==> config.mk <==
export PLATFORM = sky130hd
export DESIGN_NAME = ipc_prio_regs
export DESIGN_NICKNAME = d
export VERILOG_FILES = /design/src/design/ipc_pkg.sv /design/src/design/ipc_prio_word.sv /design/src/design/ipc_prio_regs.sv
export VERILOG_INCLUDE_DIRS = /design/src /design/src/design
export SDC_FILE = /design/constraint.sdc
export NUM_CORES = 1
export LEC_CHECK = 0
export BUFFER_PORTS_ARGS = -buffer_cell sky130_fd_sc_hd__buf_2
export CAP_MARGIN = 15
export CORE_MARGIN = 4
export CORE_UTILIZATION = 40
export CTS_CLUSTER_SIZE = 8
export DETAILED_ROUTE_END_ITERATION = 6
export PLACE_DENSITY = 0.73
export SKIP_LAST_GASP = 1
export SLEW_MARGIN = 20
export SYNTH_ARGS = -nofsm -noshare
export SYNTH_HDL_FRONTEND = slang
export SYNTH_SLANG_ARGS = --single-unit
==> constraint.sdc <==
create_clock -name mclk -period 23.7 [get_ports mclk]
set_clock_uncertainty 0.1 [all_clocks]
set_input_delay 3.555 -clock mclk [delete_from_list [all_inputs] [get_ports mclk]]
set_output_delay 3.555 -clock mclk [all_outputs]
set_load 0.005 [all_outputs]
==> src/design/ipc_cfg.svh <==
`ifndef IPC_CFG_SVH
`define IPC_CFG_SVH

// ************************************************************
// register byte offsets on the register bus
// ************************************************************
`define IPC_OFS_EXT_INT_3_4       12'h000
`define IPC_OFS_RTC               12'h004
`define IPC_OFS_CRC_UART_ERR_A    12'h008
`define IPC_OFS_LOW_VOLTAGE       12'h00C
`define IPC_OFS_CHARGE_TIMER      12'h010
`define IPC_OFS_UART_THIRD        12'h014
`define IPC_OFS_USB_I2C_THIRD     12'h018
`define IPC_OFS_SPI_UART_FOURTH   12'h01C

// ************************************************************
// field positions inside a 16-bit priority word
// ************************************************************
`define IPC_F0_LSB                0
`define IPC_F1_LSB                4
`define IPC_F2_LSB                8
`define IPC_F3_LSB                12

// ************************************************************
// implemented bits per register (three per priority field)
// ************************************************************
`define IPC_MASK_EXT_INT_3_4      16'h0770
`define IPC_MASK_RTC              16'h0700
`define IPC_MASK_CRC_UART_ERR_A   16'h7770
`define IPC_MASK_LOW_VOLTAGE      16'h0007
`define IPC_MASK_CHARGE_TIMER     16'h0070
`define IPC_MASK_UART_THIRD       16'h7770
`define IPC_MASK_USB_I2C_THIRD    16'h7777
`define IPC_MASK_SPI_UART_FOURTH  16'h7777

// ************************************************************
// reset values and level codes
// ************************************************************
`define IPC_RST_PATTERN           16'h4444
`define IPC_LEVEL_OFF             3'h0
`define IPC_LEVEL_MAX             3'h7

// ************************************************************
// bus answers
// ************************************************************
`define IPC_RESP_OKAY             2'h0
`define IPC_RESP_SLVERR           2'h2

`endif

==> src/design/ipc_pkg.sv <==
`default_nettype none
package ipc_pkg;

	// ************************************************************
	// shared types
	// ************************************************************
	typedef logic [2:0] ipc_level_type;	// one priority field

	// per-source levels, highest source index first
	typedef struct packed {
		ipc_level_type sync_serial3_event_level;
		ipc_level_type sync_serial3_fault_level;
		ipc_level_type serial4_tx_level;
		ipc_level_type serial4_rx_level;
		ipc_level_type serial4_err_level;
		ipc_level_type usb_port_level;
		ipc_level_type twowire3_master_level;
		ipc_level_type twowire3_slave_level;
		ipc_level_type serial3_tx_level;
		ipc_level_type serial3_rx_level;
		ipc_level_type serial3_err_level;
		ipc_level_type charge_timer_level;
		ipc_level_type brownout_warn_level;
		ipc_level_type checksum_err_level;
		ipc_level_type serial2_err_level;
		ipc_level_type serial1_err_level;
		ipc_level_type calendar_level;
		ipc_level_type ext_irq4_level;
		ipc_level_type ext_irq3_level;
	} ipc_levels_type;

	// master to slave signals of the register bus
	typedef struct packed {
		logic        awvalid;
		logic [11:0] awaddr;
		logic        wvalid;
		logic [31:0] wdata;
		logic [3:0]  wstrb;
		logic        bready;
		logic        arvalid;
		logic [11:0] araddr;
		logic        rready;
	} ipc_axi_req_type;

	// slave to master signals of the register bus
	typedef struct packed {
		logic        awready;
		logic        wready;
		logic        bvalid;
		logic [1:0]  bresp;
		logic        arready;
		logic        rvalid;
		logic [31:0] rdata;
		logic [1:0]  rresp;
	} ipc_axi_rsp_type;

	// bus channel states, gray coded
	typedef enum logic [1:0] {
		IPC_ST_IDLE = 2'h0,
		IPC_ST_BUSY = 2'h1
	} ipc_bus_state_type;

endpackage
`default_nettype wire

==> src/design/ipc_prio_word.sv <==
`timescale 1ns/1ns
`default_nettype none
`include "ipc_cfg.svh"

module ipc_prio_word #(
	parameter logic [15:0] MASK_P = 16'h0000	// implemented bits
) (
	input  wire logic        mclk,
	input  wire logic        resetn,
	input  wire logic        wr_en,
	input  wire logic [15:0] wr_data,
	input  wire logic [1:0]  wr_be,
	output var  logic [15:0] word_q
);
	import ipc_pkg::*;

	logic [15:0] word_d;	// next word value

	// ************************************************************
	// byte-lane write, holes forced to zero
	// ************************************************************
	always_comb begin
		word_d = word_q;
		if (wr_en) begin
			if (wr_be[0]) begin
				word_d[7:0] = wr_data[7:0];	// RQ6
			end
			if (wr_be[1]) begin
				word_d[15:8] = wr_data[15:8];	// RQ6
			end
		end
		word_d = word_d & MASK_P;	// RQ10 RQ4 RQ7
	end

	// each field wakes at level four
	always_ff @(posedge mclk or negedge resetn) begin
		if (!resetn) begin
			word_q <= `IPC_RST_PATTERN & MASK_P;	// RQ5 RQ9
		end else begin
			word_q <= word_d;
		end
	end

endmodule // ipc_prio_word
`default_nettype wire

==> src/design/ipc_prio_regs.sv <==
// Summary of operation
// RQ1: three-bit field, codes one-seven give levels
// RQ2: all ones means level seven, highest
// RQ3: zero field disables its source entirely
// RQ4: bits without a field read zero
// RQ5: reset loads each field as binary 100
// RQ6: software reads and writes every field
// RQ7: fields only at 14-12, 10-8, 6-4, 2-0
// RQ8: separate field for each listed source
// RQ9: every source at level four after reset
// RQ10: writes to holes ignored, read zero
// RQ11: levels shown continuously, effective next cycle
//
// Implementation choices: the register addresses and the AXI4-Lite interface to the registers.
`timescale 1ns/1ns
`default_nettype none
`include "ipc_cfg.svh"

module ipc_prio_regs (
	input  wire logic                     mclk,
	input  wire logic                     resetn,
	input  wire ipc_pkg::ipc_axi_req_type axi_req,
	output var  ipc_pkg::ipc_axi_rsp_type axi_rsp,
	input  wire logic [18:0]              src_flag,
	output var  ipc_pkg::ipc_levels_type  levels,
	output var  logic [18:0]              src_req_q,
	output var  logic [2:0]               top_level_q
);
	import ipc_pkg::*;

	// ************************************************************
	// register map tables
	// ************************************************************
	localparam int NREG = 8;	// priority words
	localparam int NSRC = 19;	// interrupt sources

	// byte offset of each word, bank order
	localparam logic [NREG-1:0][11:0] OFS_TAB = {
		`IPC_OFS_SPI_UART_FOURTH, `IPC_OFS_USB_I2C_THIRD, `IPC_OFS_UART_THIRD,
		`IPC_OFS_CHARGE_TIMER, `IPC_OFS_LOW_VOLTAGE, `IPC_OFS_CRC_UART_ERR_A,
		`IPC_OFS_RTC, `IPC_OFS_EXT_INT_3_4};
	// implemented bits of each word, bank order
	localparam logic [NREG-1:0][15:0] MASK_TAB = {
		`IPC_MASK_SPI_UART_FOURTH, `IPC_MASK_USB_I2C_THIRD, `IPC_MASK_UART_THIRD,
		`IPC_MASK_CHARGE_TIMER, `IPC_MASK_LOW_VOLTAGE, `IPC_MASK_CRC_UART_ERR_A,
		`IPC_MASK_RTC, `IPC_MASK_EXT_INT_3_4};

	// ************************************************************
	// declarations
	// ************************************************************
	logic [NREG-1:0][15:0] bank_word;	// stored words
	logic [NREG-1:0]       bank_we;		// one-hot write pulse
	logic [15:0]           bank_wdata;	// write data to bank
	logic [1:0]            bank_be;		// write lanes to bank

	ipc_bus_state_type     wst_q, wst_d;	// write channel state
	logic                  aw_full_q, aw_full_d;	// address held
	logic                  w_full_q, w_full_d;	// data held
	logic [11:0]           awaddr_q, awaddr_d;	// held address
	logic [31:0]           wdata_q, wdata_d;	// held data
	logic [3:0]            wstrb_q, wstrb_d;	// held strobes
	logic                  awready_q, awready_d;
	logic                  wready_q, wready_d;
	logic                  bvalid_q, bvalid_d;
	logic [1:0]            bresp_q, bresp_d;

	ipc_bus_state_type     rst_q, rst_d;	// read channel state
	logic                  arready_q, arready_d;
	logic                  rvalid_q, rvalid_d;
	logic [31:0]           rdata_q, rdata_d;
	logic [1:0]            rresp_q, rresp_d;

	logic [NSRC-1:0][2:0]  lvl_arr;		// levels by source index
	logic [NSRC-1:0]       src_req_d;	// gated requests
	logic [2:0]            top_level_d;	// highest live level

	// ************************************************************
	// address decode
	// ************************************************************
	// one-hot hit of an address against the word table
	function automatic logic [NREG-1:0] decode(input logic [11:0] addr);
		logic [NREG-1:0] hit;
		hit = '0;
		for (int i = 0; i < NREG; i++) begin
			hit[i] = ({addr[11:2], 2'h0} == OFS_TAB[i]);
		end
		return hit;
	endfunction

	// ************************************************************
	// priority word bank
	// ************************************************************
	generate
		for (genvar g = 0; g < NREG; g++) begin : g_word
			// one stored word per register
			ipc_prio_word #(
				.MASK_P (MASK_TAB[g])
			) u_word (
				.mclk    (mclk),
				.resetn  (resetn),
				.wr_en   (bank_we[g]),
				.wr_data (bank_wdata),
				.wr_be   (bank_be),
				.word_q  (bank_word[g])
			);
		end
	endgenerate

	// ************************************************************
	// write channel
	// ************************************************************
	// take address and data in any order, write once both are in
	always_comb begin
		logic            aw_fire;
		logic            w_fire;
		logic [11:0]     addr_use;
		logic [NREG-1:0] hit;
		aw_fire    = axi_req.awvalid & awready_q;
		w_fire     = axi_req.wvalid & wready_q;
		addr_use   = aw_fire ? axi_req.awaddr : awaddr_q;
		hit        = decode(addr_use);
		wst_d      = wst_q;
		aw_full_d  = aw_full_q;
		w_full_d   = w_full_q;
		awaddr_d   = awaddr_q;
		wdata_d    = wdata_q;
		wstrb_d    = wstrb_q;
		bvalid_d   = bvalid_q;
		bresp_d    = bresp_q;
		bank_we    = '0;
		bank_wdata = w_fire ? axi_req.wdata[15:0] : wdata_q[15:0];
		bank_be    = w_fire ? axi_req.wstrb[1:0] : wstrb_q[1:0];
		case (wst_q)
			IPC_ST_IDLE: begin
				// capture whichever half arrives
				if (aw_fire) begin
					aw_full_d = 1'b1;
					awaddr_d  = axi_req.awaddr;
				end
				if (w_fire) begin
					w_full_d = 1'b1;
					wdata_d  = axi_req.wdata;
					wstrb_d  = axi_req.wstrb;
				end
				// both halves present: commit and answer
				if ((aw_full_q | aw_fire) && (w_full_q | w_fire)) begin
					bank_we   = hit;	// RQ6
					bresp_d   = (|hit) ? `IPC_RESP_OKAY : `IPC_RESP_SLVERR;
					bvalid_d  = 1'b1;
					aw_full_d = 1'b0;
					w_full_d  = 1'b0;
					wst_d     = IPC_ST_BUSY;
				end
			end
			IPC_ST_BUSY: begin
				// hold the answer until the master takes it
				if (axi_req.bready) begin
					bvalid_d = 1'b0;
					wst_d    = IPC_ST_IDLE;
				end
			end
			default: begin
				// stray code, go back to idle
				bvalid_d  = 1'b0;
				aw_full_d = 1'b0;
				w_full_d  = 1'b0;
				wst_d     = IPC_ST_IDLE;
			end
		endcase
		awready_d = (wst_d == IPC_ST_IDLE) & ~aw_full_d;
		wready_d  = (wst_d == IPC_ST_IDLE) & ~w_full_d;
	end

	// write channel registers
	always_ff @(posedge mclk or negedge resetn) begin
		if (!resetn) begin
			wst_q     <= IPC_ST_IDLE;
			aw_full_q <= 1'b0;
			w_full_q  <= 1'b0;
			awaddr_q  <= 12'h000;
			wdata_q   <= 32'h00000000;
			wstrb_q   <= 4'h0;
			awready_q <= 1'b1;
			wready_q  <= 1'b1;
			bvalid_q  <= 1'b0;
			bresp_q   <= `IPC_RESP_OKAY;
		end else begin
			wst_q     <= wst_d;
			aw_full_q <= aw_full_d;
			w_full_q  <= w_full_d;
			awaddr_q  <= awaddr_d;
			wdata_q   <= wdata_d;
			wstrb_q   <= wstrb_d;
			awready_q <= awready_d;
			wready_q  <= wready_d;
			bvalid_q  <= bvalid_d;
			bresp_q   <= bresp_d;
		end
	end

	// ************************************************************
	// read channel
	// ************************************************************
	// one read at a time, data captured at address take
	always_comb begin
		logic            ar_fire;
		logic [NREG-1:0] hit;
		logic [15:0]     word;
		ar_fire   = axi_req.arvalid & arready_q;
		hit       = decode(axi_req.araddr);
		word      = 16'h0000;
		rst_d     = rst_q;
		arready_d = arready_q;
		rvalid_d  = rvalid_q;
		rdata_d   = rdata_q;
		rresp_d   = rresp_q;
		for (int i = 0; i < NREG; i++) begin
			if (hit[i]) begin
				word = bank_word[i];	// RQ6 RQ4
			end
		end
		case (rst_q)
			IPC_ST_IDLE: begin
				// upper half always zero
				if (ar_fire) begin
					rdata_d   = {16'h0000, word};	// RQ4
					rresp_d   = (|hit) ? `IPC_RESP_OKAY : `IPC_RESP_SLVERR;
					rvalid_d  = 1'b1;
					arready_d = 1'b0;
					rst_d     = IPC_ST_BUSY;
				end
			end
			IPC_ST_BUSY: begin
				// data stands until taken
				if (axi_req.rready) begin
					rvalid_d  = 1'b0;
					arready_d = 1'b1;
					rst_d     = IPC_ST_IDLE;
				end
			end
			default: begin
				// stray code, go back to idle
				rvalid_d  = 1'b0;
				arready_d = 1'b1;
				rst_d     = IPC_ST_IDLE;
			end
		endcase
	end

	// read channel registers
	always_ff @(posedge mclk or negedge resetn) begin
		if (!resetn) begin
			rst_q     <= IPC_ST_IDLE;
			arready_q <= 1'b1;
			rvalid_q  <= 1'b0;
			rdata_q   <= 32'h00000000;
			rresp_q   <= `IPC_RESP_OKAY;
		end else begin
			rst_q     <= rst_d;
			arready_q <= arready_d;
			rvalid_q  <= rvalid_d;
			rdata_q   <= rdata_d;
			rresp_q   <= rresp_d;
		end
	end

	// bus outputs, all from flip-flops
	always_comb begin
		axi_rsp.awready = awready_q;
		axi_rsp.wready  = wready_q;
		axi_rsp.bvalid  = bvalid_q;
		axi_rsp.bresp   = bresp_q;
		axi_rsp.arready = arready_q;
		axi_rsp.rvalid  = rvalid_q;
		axi_rsp.rdata   = rdata_q;
		axi_rsp.rresp   = rresp_q;
	end

	// ************************************************************
	// per-source level outputs
	// ************************************************************
	// stored fields straight out to the arbiter
	always_comb begin
		levels.ext_irq3_level           = bank_word[0][`IPC_F1_LSB +: 3];	// RQ8
		levels.ext_irq4_level           = bank_word[0][`IPC_F2_LSB +: 3];	// RQ8
		levels.calendar_level           = bank_word[1][`IPC_F2_LSB +: 3];	// RQ8
		levels.serial1_err_level        = bank_word[2][`IPC_F1_LSB +: 3];	// RQ8
		levels.serial2_err_level        = bank_word[2][`IPC_F2_LSB +: 3];	// RQ8
		levels.checksum_err_level       = bank_word[2][`IPC_F3_LSB +: 3];	// RQ8
		levels.brownout_warn_level      = bank_word[3][`IPC_F0_LSB +: 3];	// RQ8
		levels.charge_timer_level       = bank_word[4][`IPC_F1_LSB +: 3];	// RQ8
		levels.serial3_err_level        = bank_word[5][`IPC_F1_LSB +: 3];	// RQ8
		levels.serial3_rx_level         = bank_word[5][`IPC_F2_LSB +: 3];	// RQ8
		levels.serial3_tx_level         = bank_word[5][`IPC_F3_LSB +: 3];	// RQ8
		levels.twowire3_slave_level     = bank_word[6][`IPC_F0_LSB +: 3];	// RQ8
		levels.twowire3_master_level    = bank_word[6][`IPC_F1_LSB +: 3];	// RQ8
		levels.usb_port_level           = bank_word[6][`IPC_F2_LSB +: 3];	// RQ8
		levels.serial4_err_level        = bank_word[6][`IPC_F3_LSB +: 3];	// RQ8
		levels.serial4_rx_level         = bank_word[7][`IPC_F0_LSB +: 3];	// RQ8
		levels.serial4_tx_level         = bank_word[7][`IPC_F1_LSB +: 3];	// RQ8
		levels.sync_serial3_fault_level = bank_word[7][`IPC_F2_LSB +: 3];	// RQ8
		levels.sync_serial3_event_level = bank_word[7][`IPC_F3_LSB +: 3];	// RQ11
	end

	// same fields indexed by source number
	assign lvl_arr = levels;

	// ************************************************************
	// request gating and top level
	// ************************************************************
	// a zero field blocks the flag, others pass
	generate
		for (genvar s = 0; s < NSRC; s++) begin : g_req
			assign src_req_d[s] = src_flag[s] & (lvl_arr[s] != `IPC_LEVEL_OFF);	// RQ3
		end
	endgenerate

	// largest level among live requests, seven is highest
	always_comb begin
		top_level_d = `IPC_LEVEL_OFF;
		for (int i = 0; i < NSRC; i++) begin
			if (src_req_d[i] && (lvl_arr[i] > top_level_d)) begin
				top_level_d = lvl_arr[i];	// RQ1 RQ2
			end
		end
	end

	// request outputs registered
	always_ff @(posedge mclk or negedge resetn) begin
		if (!resetn) begin
			src_req_q   <= '0;
			top_level_q <= `IPC_LEVEL_OFF;
		end else begin
			src_req_q   <= src_req_d;	// RQ11
			top_level_q <= top_level_d;
		end
	end

endmodule // ipc_prio_regs
`default_nettype wire

==> impl_metrics.json, run 1 <==
{
  "status": "finished clean",
  "dp.cells": 1337,
  "clkLatencyLatePin_ns": 0.43,
  "slew_headroom_pct": 36.55,
  "post-dp-hpwl_um": 18980,
  "netlist_instances": 911,
  "synth_seq_area_share_pct": 39.14,
  "avgViaCountPerCell": 5.746,
  "reg2reg_slack_ns": 2.74,
  "place_area_um2": 9310,
  "synth_adder_area_share_pct": 4.435,
  "vias": 8068,
  "rsz0062_at_grt": "true",
  "yosysWarnings": 0,
  "path_clk_slew_ns": 0.06,
  "area_growth_pct": 33.28,
  "synthTopCellsByCount": "nand2_1, dfrtp_1, nor2_1, o21ai_0, a21oi_1",
  "overflow": 0,
  "die_w_um": 150.5,
  "synth_edf_count": 0,
  "synth_compound_area_share_pct": 23.22,
  "first_global_vias": 7479,
  "port-buffer-count": 157,
  "synth.distinct_cells": 88,
  "start_util_pct": 41.21,
  "cts_tree": "built",
  "top_layer_used": "met4",
  "power_density_nw_per_um2": 65.91,
  "ios": 206,
  "yosysTopAreaCell": "dfrtp_1",
  "antenna_found_initial": 1,
  "coreArea_um2": 19720,
  "ys.flop_type": "dfrtp_1",
  "whs_ns": 0.3828,
  "drv_cap": 0,
  "worstReg2RegStart": "g_word[0].u_word.word_q[6]$_DFFE_PN1P_",
  "synthMuxAreaShare_pct": 8.885,
  "criticalPathCategory": "in -> reg",
  "fillers": 1733,
  "finish.utilization_pct": 54.92,
  "fmax_ghz": 0.04246,
  "finalWorstSetupSlack_ns": 0.1509,
  "min_path_type": "reg -> reg",
  "tightest_slew_ns": 0.9491,
  "wl_met3_um": 2171,
  "yosysMostFrequentCell": "nand2_1",
  "synth_top_cell_area_share_pct": 32.03,
  "fin_crit_ns": 23.55,
  "wl_met2_um": 13380,
  "netlist_top_cells_area": "dfrtp_1, dfstp_2, mux2_2",
  "fin_nets": 1235,
  "ys_ff_latch": 126,
  "p_leak_nw": 4.898,
  "final_cell_count_no_fill": 1404,
  "final_area_um2": 10830,
  "async_flop_share_pct": 100.0,
  "cts_buffers": 17,
  "synth_area_per_cell_um2": 8.919,
  "post_drt_wl_per_cell_um": 19.68,
  "holdPathStages": 2,
  "critPathSlowestCell": "a2111oi_4",
  "dr.pass1.iters": 5,
  "multi_input_area_um2": 5166,
  "drc": 0,
  "h-tree-depth": 4,
  "synthXorXnorAreaFrac_pct": 0,
  "drive_gt1_share_pct": 39.46,
  "finalSetupViolations": 0,
  "dieArea_um2": 22660,
  "critPathTopFamily": "compound AO/OA/AOI/OAI gates",
  "drt_iter0_drc": 583,
  "worstSetupEndpointType": "flip-flop",
  "cts.sinks": 126,
  "cp_common_cell": "ha_4",
  "p_total_mw": 0.7137,
  "synth_top_family_by_area": "compound AO/OA/AOI/OAI gates",
  "r2r_cells": 113,
  "fin_crit_sh_pct": 99.36,
  "critPathRequiredTime_ns": 23.91,
  "ff_latch_area_um2": 3181,
  "holdBufCountCts": 0,
  "critical_path_buf_inv_count": 5,
  "setup_tns_ns": 0,
  "grt_pass1_wl_um": 40010,
  "synth-simple-area-share_pct": 18.22,
  "wirelength_met1_um": 11380,
  "min_to": "rdata_q[12]$_DFFE_PN0P_",
  "ant_nets": 0,
  "cp.arrival_ns": 23.76,
  "fp-row-count": 51,
  "vdd_drop_max_mv": 0.05655,
  "cp_max_fo": 4,
  "slew_viol_final": 0,
  "cpPeakStageDelay_ns": 0.41,
  "gp_congestion": 0.9297,
  "cts_root_buf": "clkbuf_16",
  "grt_max_degree": 66,
  "min_from": "rdata_q[12]$_DFFE_PN0P_",
  "dp_slack_ns": -0.9191,
  "grt_usage_pct": 22.77,
  "dieHeight_um": 150.5,
  "startpoint_type": "input pin",
  "finalHoldViolations": 0,
  "clk_path_buf_depth": 2,
  "routed_wl_um": 27630,
  "syn-cell-area_um2": 8125,
  "timing.rr.end": "top_level_q[0]$_DFF_PN0_"
}
[worst max-delay path by stage]
stage,startpoint,end,slack [ns],depth (start not counted)
finish,src_flag[0],top_level_q[0]$_DFF_PN0_,0.15,115
global route,src_flag[0],top_level_q[0]$_DFF_PN0_,-0.70,116
CTS,src_flag[0],top_level_q[0]$_DFF_PN0_,0.01,114
detailed placement,src_flag[0],top_level_q[0]$_DFF_PN0_,-0.92,111
global placement,src_flag[0],top_level_q[0]$_DFF_PN0_,-0.55,111
floorplan,src_flag[0],top_level_q[0]$_DFF_PN0_,0.59,112
[worst min-delay path, cell delays in order, from the launching register on]
cell	delay, ns
dfrtp_1	0.34
nand2_1	0.05
o21ai_0	0.06
[state kept, by name, indices dropped and copies added (netlist names), 2 cells and up]
register / cells
wstrb_q: 2
g_word.u_word.word_q: 57
rdata_q: 12
wdata_q: 12
src_req_q: 19
awaddr_q: 10
wst_q: 2
top_level_q: 3
[final cells by class]
class	count	area share (%)
Antenna cell	1	0.02311
Tap cell	265	3.062
Inverter	42	1.456
Clock inverter	15	1.745
Timing Repair Buffer	232	12.71
Clock buffer	17	3.928
Multi-Input combinational cell	706	47.71
Sequential cell	126	29.37
[cell usage in the layout (no fill, tap or decap), drive strengths merged, types with 5 or more instances in the layout]
| cell type | Yosys | routed |
|---|---|---|
| and2 | 12 | 12 |
| nor4 | 7 | 7 |
| conb | 1 | 23 |
| o31ai | 11 | 11 |
| dfrtp | 104 | 104 |
| a211oi | 7 | 7 |
| nand2 | 123 | 123 |
| o22ai | 11 | 11 |
| buf | 31 | 232 |
| a21o | 8 | 8 |
| and3 | 11 | 11 |
| nand3 | 19 | 19 |
| mux2 | 46 | 46 |
| a21oi | 57 | 57 |
| o211ai | 10 | 10 |
| nor2 | 82 | 82 |
| clkinv | 0 | 5 |
| o21a | 9 | 9 |
| o21ai | 76 | 76 |
| mux2i | 20 | 20 |
| or2 | 5 | 5 |
| nor3b | 6 | 6 |
| nor2b | 6 | 6 |
| a21boi | 5 | 5 |
| clkbuf | 28 | 17 |
| nor3 | 23 | 23 |
| ha | 24 | 24 |
| a31oi | 12 | 12 |
| inv | 42 | 45 |
| dfstp | 22 | 22 |
| nand4 | 8 | 8 |
| o31a | 17 | 17 |
| maj3 | 6 | 6 |
| a22oi | 5 | 5 |
[report_power, final]
part           internal (mW)  total, mW  leakage, nW  switching [mW]
Sequential             0.245      0.266         1.57          0.0205
Combinational         0.0765      0.171         3.04          0.0948
Clock                  0.167      0.277        0.288           0.110
Total                  0.489      0.714         4.90           0.225
[cells by family after synthesis]
group           after synthesis
simple gates                317
buf+inv                     101
mux                          66
flops                       126
other cells                   1
fa+ha+maj                    30
compound gates              270
[layer usage]
| metal | track usage [%] | vias to the layer above |
|---|---|---|
| li1 | - | 3706 |
| met1 | 29.79 | 3929 |
| met2 | 37.30 | 370 |
| met3 | 5.358 | 63 |
| met4 | 7.319 | 0 |
| met5 | 0 | - |
[what timing repair did]
item	in CTS	in global routing
resized for setup	20	116
setup buffers	18	18
setup endpoints to repair	3	3
pin swaps	17	90
No activity file was read; power rests on OpenSTA's default activity.
==> run 2, diff against run 1 <==
- PLACE_DENSITY: 0.73 -> unset
==> run 2 against run 1 <==
  * Critical path depth up 1
  * Flip-flop and latch count unchanged
  * Largest cell class unchanged
  * Die area unchanged
  * Non-clock buffer count up 1
  * Worst hold slack worse by 0.0066 ns
  * Critical endpoint unchanged
  * Count of clock-buffer cells in the layout up 4
  * Sequential power about the same
  * Sequential share of layout area up 0.15 points
  * Global-route usage down 0.63 points
  * Final area down 0.51%
  * Final cell count about the same
  * Worst setup slack better by 0.32 ns
==> impl_metrics.json, run 2 (synthesized netlist as in run 1, its figures left out) <==
{
  "status": "finished clean",
  "cts_buffers": 17,
  "layout_common_cells": "buf_2, nand2_1, dfrtp_1",
  "min_path_type": "reg -> reg",
  "layout_commonest_cell": "buf_2",
  "grt_max_degree": 74,
  "power_density_nw_per_um2": 63.91,
  "final_cell_count_no_fill": 1405,
  "fmax_ghz": 0.04305,
  "clk_path_buf_depth": 2,
  "first_global_vias": 7171,
  "clkPwrFrac_pct": 36.9,
  "vdd_drop_max_mv": 0.05283,
  "drc": 0,
  "slew_headroom_pct": 34.48,
  "cts.sinks": 126,
  "drv_cap": 0,
  "finalSetupViolations": 0,
  "cts_tree": "built",
  "ios": 206,
  "critPathRequiredTime_ns": 23.91,
  "largest-register": "g_word.u_word.word_q",
  "holdBufCountCts": 0,
  "top_regs": "g_word.u_word.word_q x57, src_req_q x19",
  "gp_congestion": 0.8858,
  "die_w_um": 150.5,
  "grt_usage_pct": 22.14,
  "largest_reg_flops": 57,
  "p_leak_nw": 4.875,
  "criticalPathCategory": "in -> reg",
  "avgViaCountPerCell": 5.523,
  "coreArea_um2": 19720,
  "pwr-share-comb_pct": 24.5,
  "cp_max_fo": 4,
  "port-buffer-count": 157,
  "place_area_um2": 9358,
  "critPathSlowestCell": "or3_4",
  "area_growth_pct": 32.60,
  "dr.pass1.iters": 6,
  "tightest_slew_ns": 0.9828,
  "dieHeight_um": 150.5,
  "fin_crit_ns": 23.23,
  "final_area_um2": 10770,
  "routed_wl_um": 26150,
  "p_int_mw": 0.4759,
  "cp.arrival_ns": 23.44,
  "cpPeakStageDelay_ns": 0.41,
  "p_total_mw": 0.6886,
  "fp-row-count": 51,
  "drive_gt1_share_pct": 39.51,
  "startpoint_type": "input pin",
  "start_util_pct": 41.21,
  "power.share.sequential_pct": 38.6,
  "whs_ns": 0.3762,
  "ant_nets": 0,
  "cp_common_cell": "ha_4",
  "grt_pass1_wl_um": 38940,
  "fin_nets": 1236,
  "path_clk_slew_ns": 0.06,
  "drt_iter0_drc": 468,
  "post-dp-hpwl_um": 18970,
  "fin_crit_sh_pct": 98.00,
  "post_drt_wl_per_cell_um": 18.61,
  "slew_viol_final": 0,
  "dieArea_um2": 22660,
  "antenna_found_initial": 0,
  "switchingPower_mw": 0.2127,
  "cts_root_buf": "clkbuf_16",
  "switching_share_pct": 30.89,
  "rsz0062_at_grt": "true",
  "worstSetupEndpointType": "flip-flop",
  "vias": 7760,
  "dp.cells": 1343,
  "overflow": 0,
  "clkLatencyLatePin_ns": 0.43,
  "setup_tns_ns": 0,
  "h-tree-depth": 4,
  "finalHoldViolations": 0
}
## run 2: cell count changes in the layout (fill, tap and decap cells not counted), sizes merged
cell,delta
clkinv,+1
buf,+1
clkinvlp,-1
clkbuf,+4
bufinv,-1
inv,-3
## run 2: per-stage QoR
stage	util [%]	setup slack, ns
floorplan	-	0.5934
global placement	47.43	-0.7037
detailed placement	47.46	-0.9020
CTS	51.14	0.009969
global route	54.63	-0.5342
finish	54.64	0.4735
## run 2: path summary, 6_finish.rpt
path	from	endpoint	slack, ns	cells after the start
worst max-delay path	src_flag[0]	top_level_q[0]$_DFF_PN0_	0.47	116
worst min-delay path	rdata_q[1]$_DFFE_PN0P_	rdata_q[1]$_DFFE_PN0P_	0.38	2
worst max register to register	g_word[0].u_word.word_q[6]$_DFFE_PN1P_	top_level_q[0]$_DFF_PN0_	3.10	115
worst min register to register	rdata_q[1]$_DFFE_PN0P_	rdata_q[1]$_DFFE_PN0P_	0.38	2
max in group asynchronous	resetn	bvalid_q$_DFFE_PN0P_	19.10	2
min in group asynchronous	resetn	src_req_q[4]$_DFF_PN0_	3.16	1
## run 2: power groups by stage
stage | registers [mW] | clock network, mW | logic [mW]
global route | 0.270 | 0.267 | 0.185
global placement | 0.267 | 0 | 0.143
finish | 0.266 | 0.254 | 0.169
CTS | 0.265 | 0.258 | 0.149
floorplan | 0.262 | 0 | 0.0988
detailed placement | 0.268 | 0 | 0.145
## run 2: what timing repair did
item	in CTS	in global routing
gates resized for setup	23	109
pin swaps	15	88
setup buffers	9	21
endpoints found under the setup margin	3	3
## run 2: worst max-delay path: cells and delay by family
family	cells	cell delay (ns)
adders and majority gates	22	5.95
muxes	7	2.11
AOI/OAI and AO/OA	37	6.30
and+or+nand+nor	45	5.04
buffers and inverters	5	0.45
## run 2: final cells by class
type	count	area, um2
diodes	1	2.502
multi-input cells	706	5169
clock buffers	21	440.4
well taps	265	331.6
repair buffers	233	1373
clock inverters	11	120.1
fillers	1783	8944
flip-flops and latches	126	3181
inverters	42	157.7
## run 2: per-layer routing
layer	wire length, um	part of all wire (%)	track usage (%)
met5	0	0	0
met4	757	2.9	7.319
met3	1949	7.5	4.907
met2	12000	46	34.54
met1	11430	44	30.53
==> run 3, diff against run 2 <==
- GPL_TIMING_DRIVEN: unset -> 0
==> run 3 against run 2 <==
  * Maximum frequency down 0.41%
  * Sequential power about the same
  * Worst hold slack improved by 0.00097 ns
  * Register-to-register slack worse by 0.12 ns
  * Wire length rose by 4.4%
  * Clock power grew 11%
  * Combinational power is 5% higher
  * Flip-flop and latch count did not move
  * Final cell count is 2.3% higher
  * Largest power group is now clock
==> impl_metrics.json, run 3 (synthesized netlist as in run 1, its figures left out) <==
{
  "status": "finished clean",
  "cp.arrival_ns": 23.53,
  "avgViaCountPerCell": 5.600,
  "cts_root_buf": "clkbuf_16",
  "path_clk_slew_ns": 0.06,
  "critPathRequiredTime_ns": 23.91,
  "critical_path_buf_inv_count": 14,
  "p_total_mw": 0.7217,
  "port-buffer-count": 155,
  "min_path_type": "reg -> reg",
  "vias": 8047,
  "switchingPower_mw": 0.2182,
  "cts_tree": "built",
  "p_int_mw": 0.5034,
  "ff_latch_area_um2": 3181,
  "drt_iter0_drc": 537,
  "clkLatencyLatePin_ns": 0.43,
  "post-dp-hpwl_um": 19580,
  "layout_commonest_cell": "buf_2",
  "drive_gt1_share_pct": 38.14,
  "die_w_um": 150.5,
  "dr.pass1.iters": 5,
  "cp_max_fo": 4,
  "critPathSlowestCell": "a2111o_1",
  "gp_congestion": 0.9245,
  "clk_path_buf_depth": 2,
  "critPathTopFamily": "compound AO/OA/AOI/OAI gates",
  "area_growth_pct": 34.91,
  "start_util_pct": 41.21,
  "drc": 0,
  "dieHeight_um": 150.5,
  "dieArea_um2": 22660,
  "pwr-share-comb_pct": 24.6,
  "cp_common_cell": "ha_4",
  "antenna_found_initial": 0,
  "ant_nets": 0,
  "fin_nets": 1269,
  "cts.sinks": 126,
  "fp-row-count": 51,
  "clkPwrFrac_pct": 39.0,
  "slew_viol_final": 0,
  "switching_share_pct": 30.24,
  "fillers": 1761,
  "overflow": 0,
  "tightest_slew_ns": 0.7948,
  "rsz0062_at_grt": "true",
  "cts_buffers": 17,
  "grt_pass1_wl_um": 40760,
  "h-tree-depth": 4,
  "final_area_um2": 10960,
  "power_density_nw_per_um2": 65.84,
  "fin_crit_ns": 23.32,
  "vdd_drop_max_mv": 0.06189,
  "diodes": 0,
  "slew_headroom_pct": 45.50,
  "coreArea_um2": 19720,
  "p_leak_nw": 4.970,
  "finalSetupViolations": 0,
  "drv_cap": 0,
  "place_area_um2": 9369,
  "layout_common_cells": "buf_2, nand2_1, dfrtp_1",
  "post_drt_wl_per_cell_um": 19.00,
  "fmax_ghz": 0.04288,
  "setup_tns_ns": 0,
  "finalHoldViolations": 0,
  "criticalPathCategory": "in -> reg",
  "cpPeakStageDelay_ns": 0.42,
  "fin_crit_sh_pct": 98.41,
  "top_regs": "g_word.u_word.word_q x57, src_req_q x19",
  "largest_reg_flops": 57,
  "grt_max_degree": 90,
  "first_global_vias": 7439,
  "ios": 206,
  "grt_usage_pct": 23.17,
  "routed_wl_um": 27310,
  "multi_input_area_um2": 5141,
  "power.share.sequential_pct": 36.5,
  "startpoint_type": "input pin",
  "largest-register": "g_word.u_word.word_q",
  "worstSetupEndpointType": "flip-flop"
}
run 3: timing repair:
| action | CTS | global route |
|---|---|---|
| pin swaps | 24 | 81 |
| cloned | 0 | 0 |
| setup endpoints to repair | 3 | 3 |
| hold buffers | 0 | 0 |
| gates resized for setup | 39 | 82 |
| buffers inserted | 28 | 22 |
run 3: worst paths after layout:
kind,startpoint,to,slack [ns],depth (start not counted)
worst min-delay path,rdata_q[4]$_DFFE_PN0P_,rdata_q[4]$_DFFE_PN0P_,0.38,2
min in group asynchronous,resetn,src_req_q[5]$_DFF_PN0_,2.90,1
worst max-delay path,src_flag[0],top_level_q[0]$_DFF_PN0_,0.38,121
max in group asynchronous,resetn,awready_q$_DFF_PN1_,19.83,2
worst max register to register,g_word[0].u_word.word_q[6]$_DFFE_PN1P_,top_level_q[0]$_DFF_PN0_,2.98,120
worst min register to register,rdata_q[4]$_DFFE_PN0P_,rdata_q[4]$_DFFE_PN0P_,0.38,2
run 3: per-layer routing:
layer,vias to the layer above,track usage [%],share of wire (%)
met4,0,7.823,2.2
met5,-,0,0
met3,44,5.418,7.7
met2,337,36.67,47
li1,3783,-,-
met1,3883,31.26,43
run 3: cell type report:
type / count / area share [%]
multi-input cells: 706 / 46.90
flip-flops and latches: 126 / 29.01
repair buffers: 207 / 10.95
clock buffers: 22 / 4.143
plain buffers: 59 / 3.048
well taps: 265 / 3.025
clock inverters: 10 / 1.484
inverters: 42 / 1.438
run 3: metrics by stage:
| stage | util [%] | setup WS [ns] | cells | hold WS [ns] |
|---|---|---|---|---|
| final | 55.59 | 0.3770 | 1437 | 0.3771 |
| after global routing | 55.59 | -0.5165 | 1437 | 0.3999 |
| after CTS | 52.54 | 0.04558 | 1415 | 0.3811 |
| after detailed placement | 47.52 | -1.563 | 1355 | 0.3691 |
| after global placement | 47.24 | -1.375 | 1353 | 0.3669 |
| after floorplan | - | 0.5934 | 933 | 0.3726 |
run 3: worst register-to-register path, delay by kind of cell, from the launching register on:
family | cells | cell delay, ns
DFF | 1 | 0.62
AOI/OAI and AO/OA | 41 | 6.69
muxes | 7 | 2.07
adders and majority gates | 20 | 5.08
buffers and inverters | 13 | 1.45
and+or+nand+nor | 39 | 4.60
run 3: power by group through the flow:
| stage | Clock [mW] | Sequential, mW | Combinational, mW |
|---|---|---|---|
| after global routing | 0.294 | 0.267 | 0.195 |
| after floorplan | 0 | 0.262 | 0.0988 |
| after global placement | 0 | 0.266 | 0.147 |
| final | 0.281 | 0.263 | 0.177 |
| after detailed placement | 0 | 0.266 | 0.150 |
| after CTS | 0.283 | 0.263 | 0.159 |
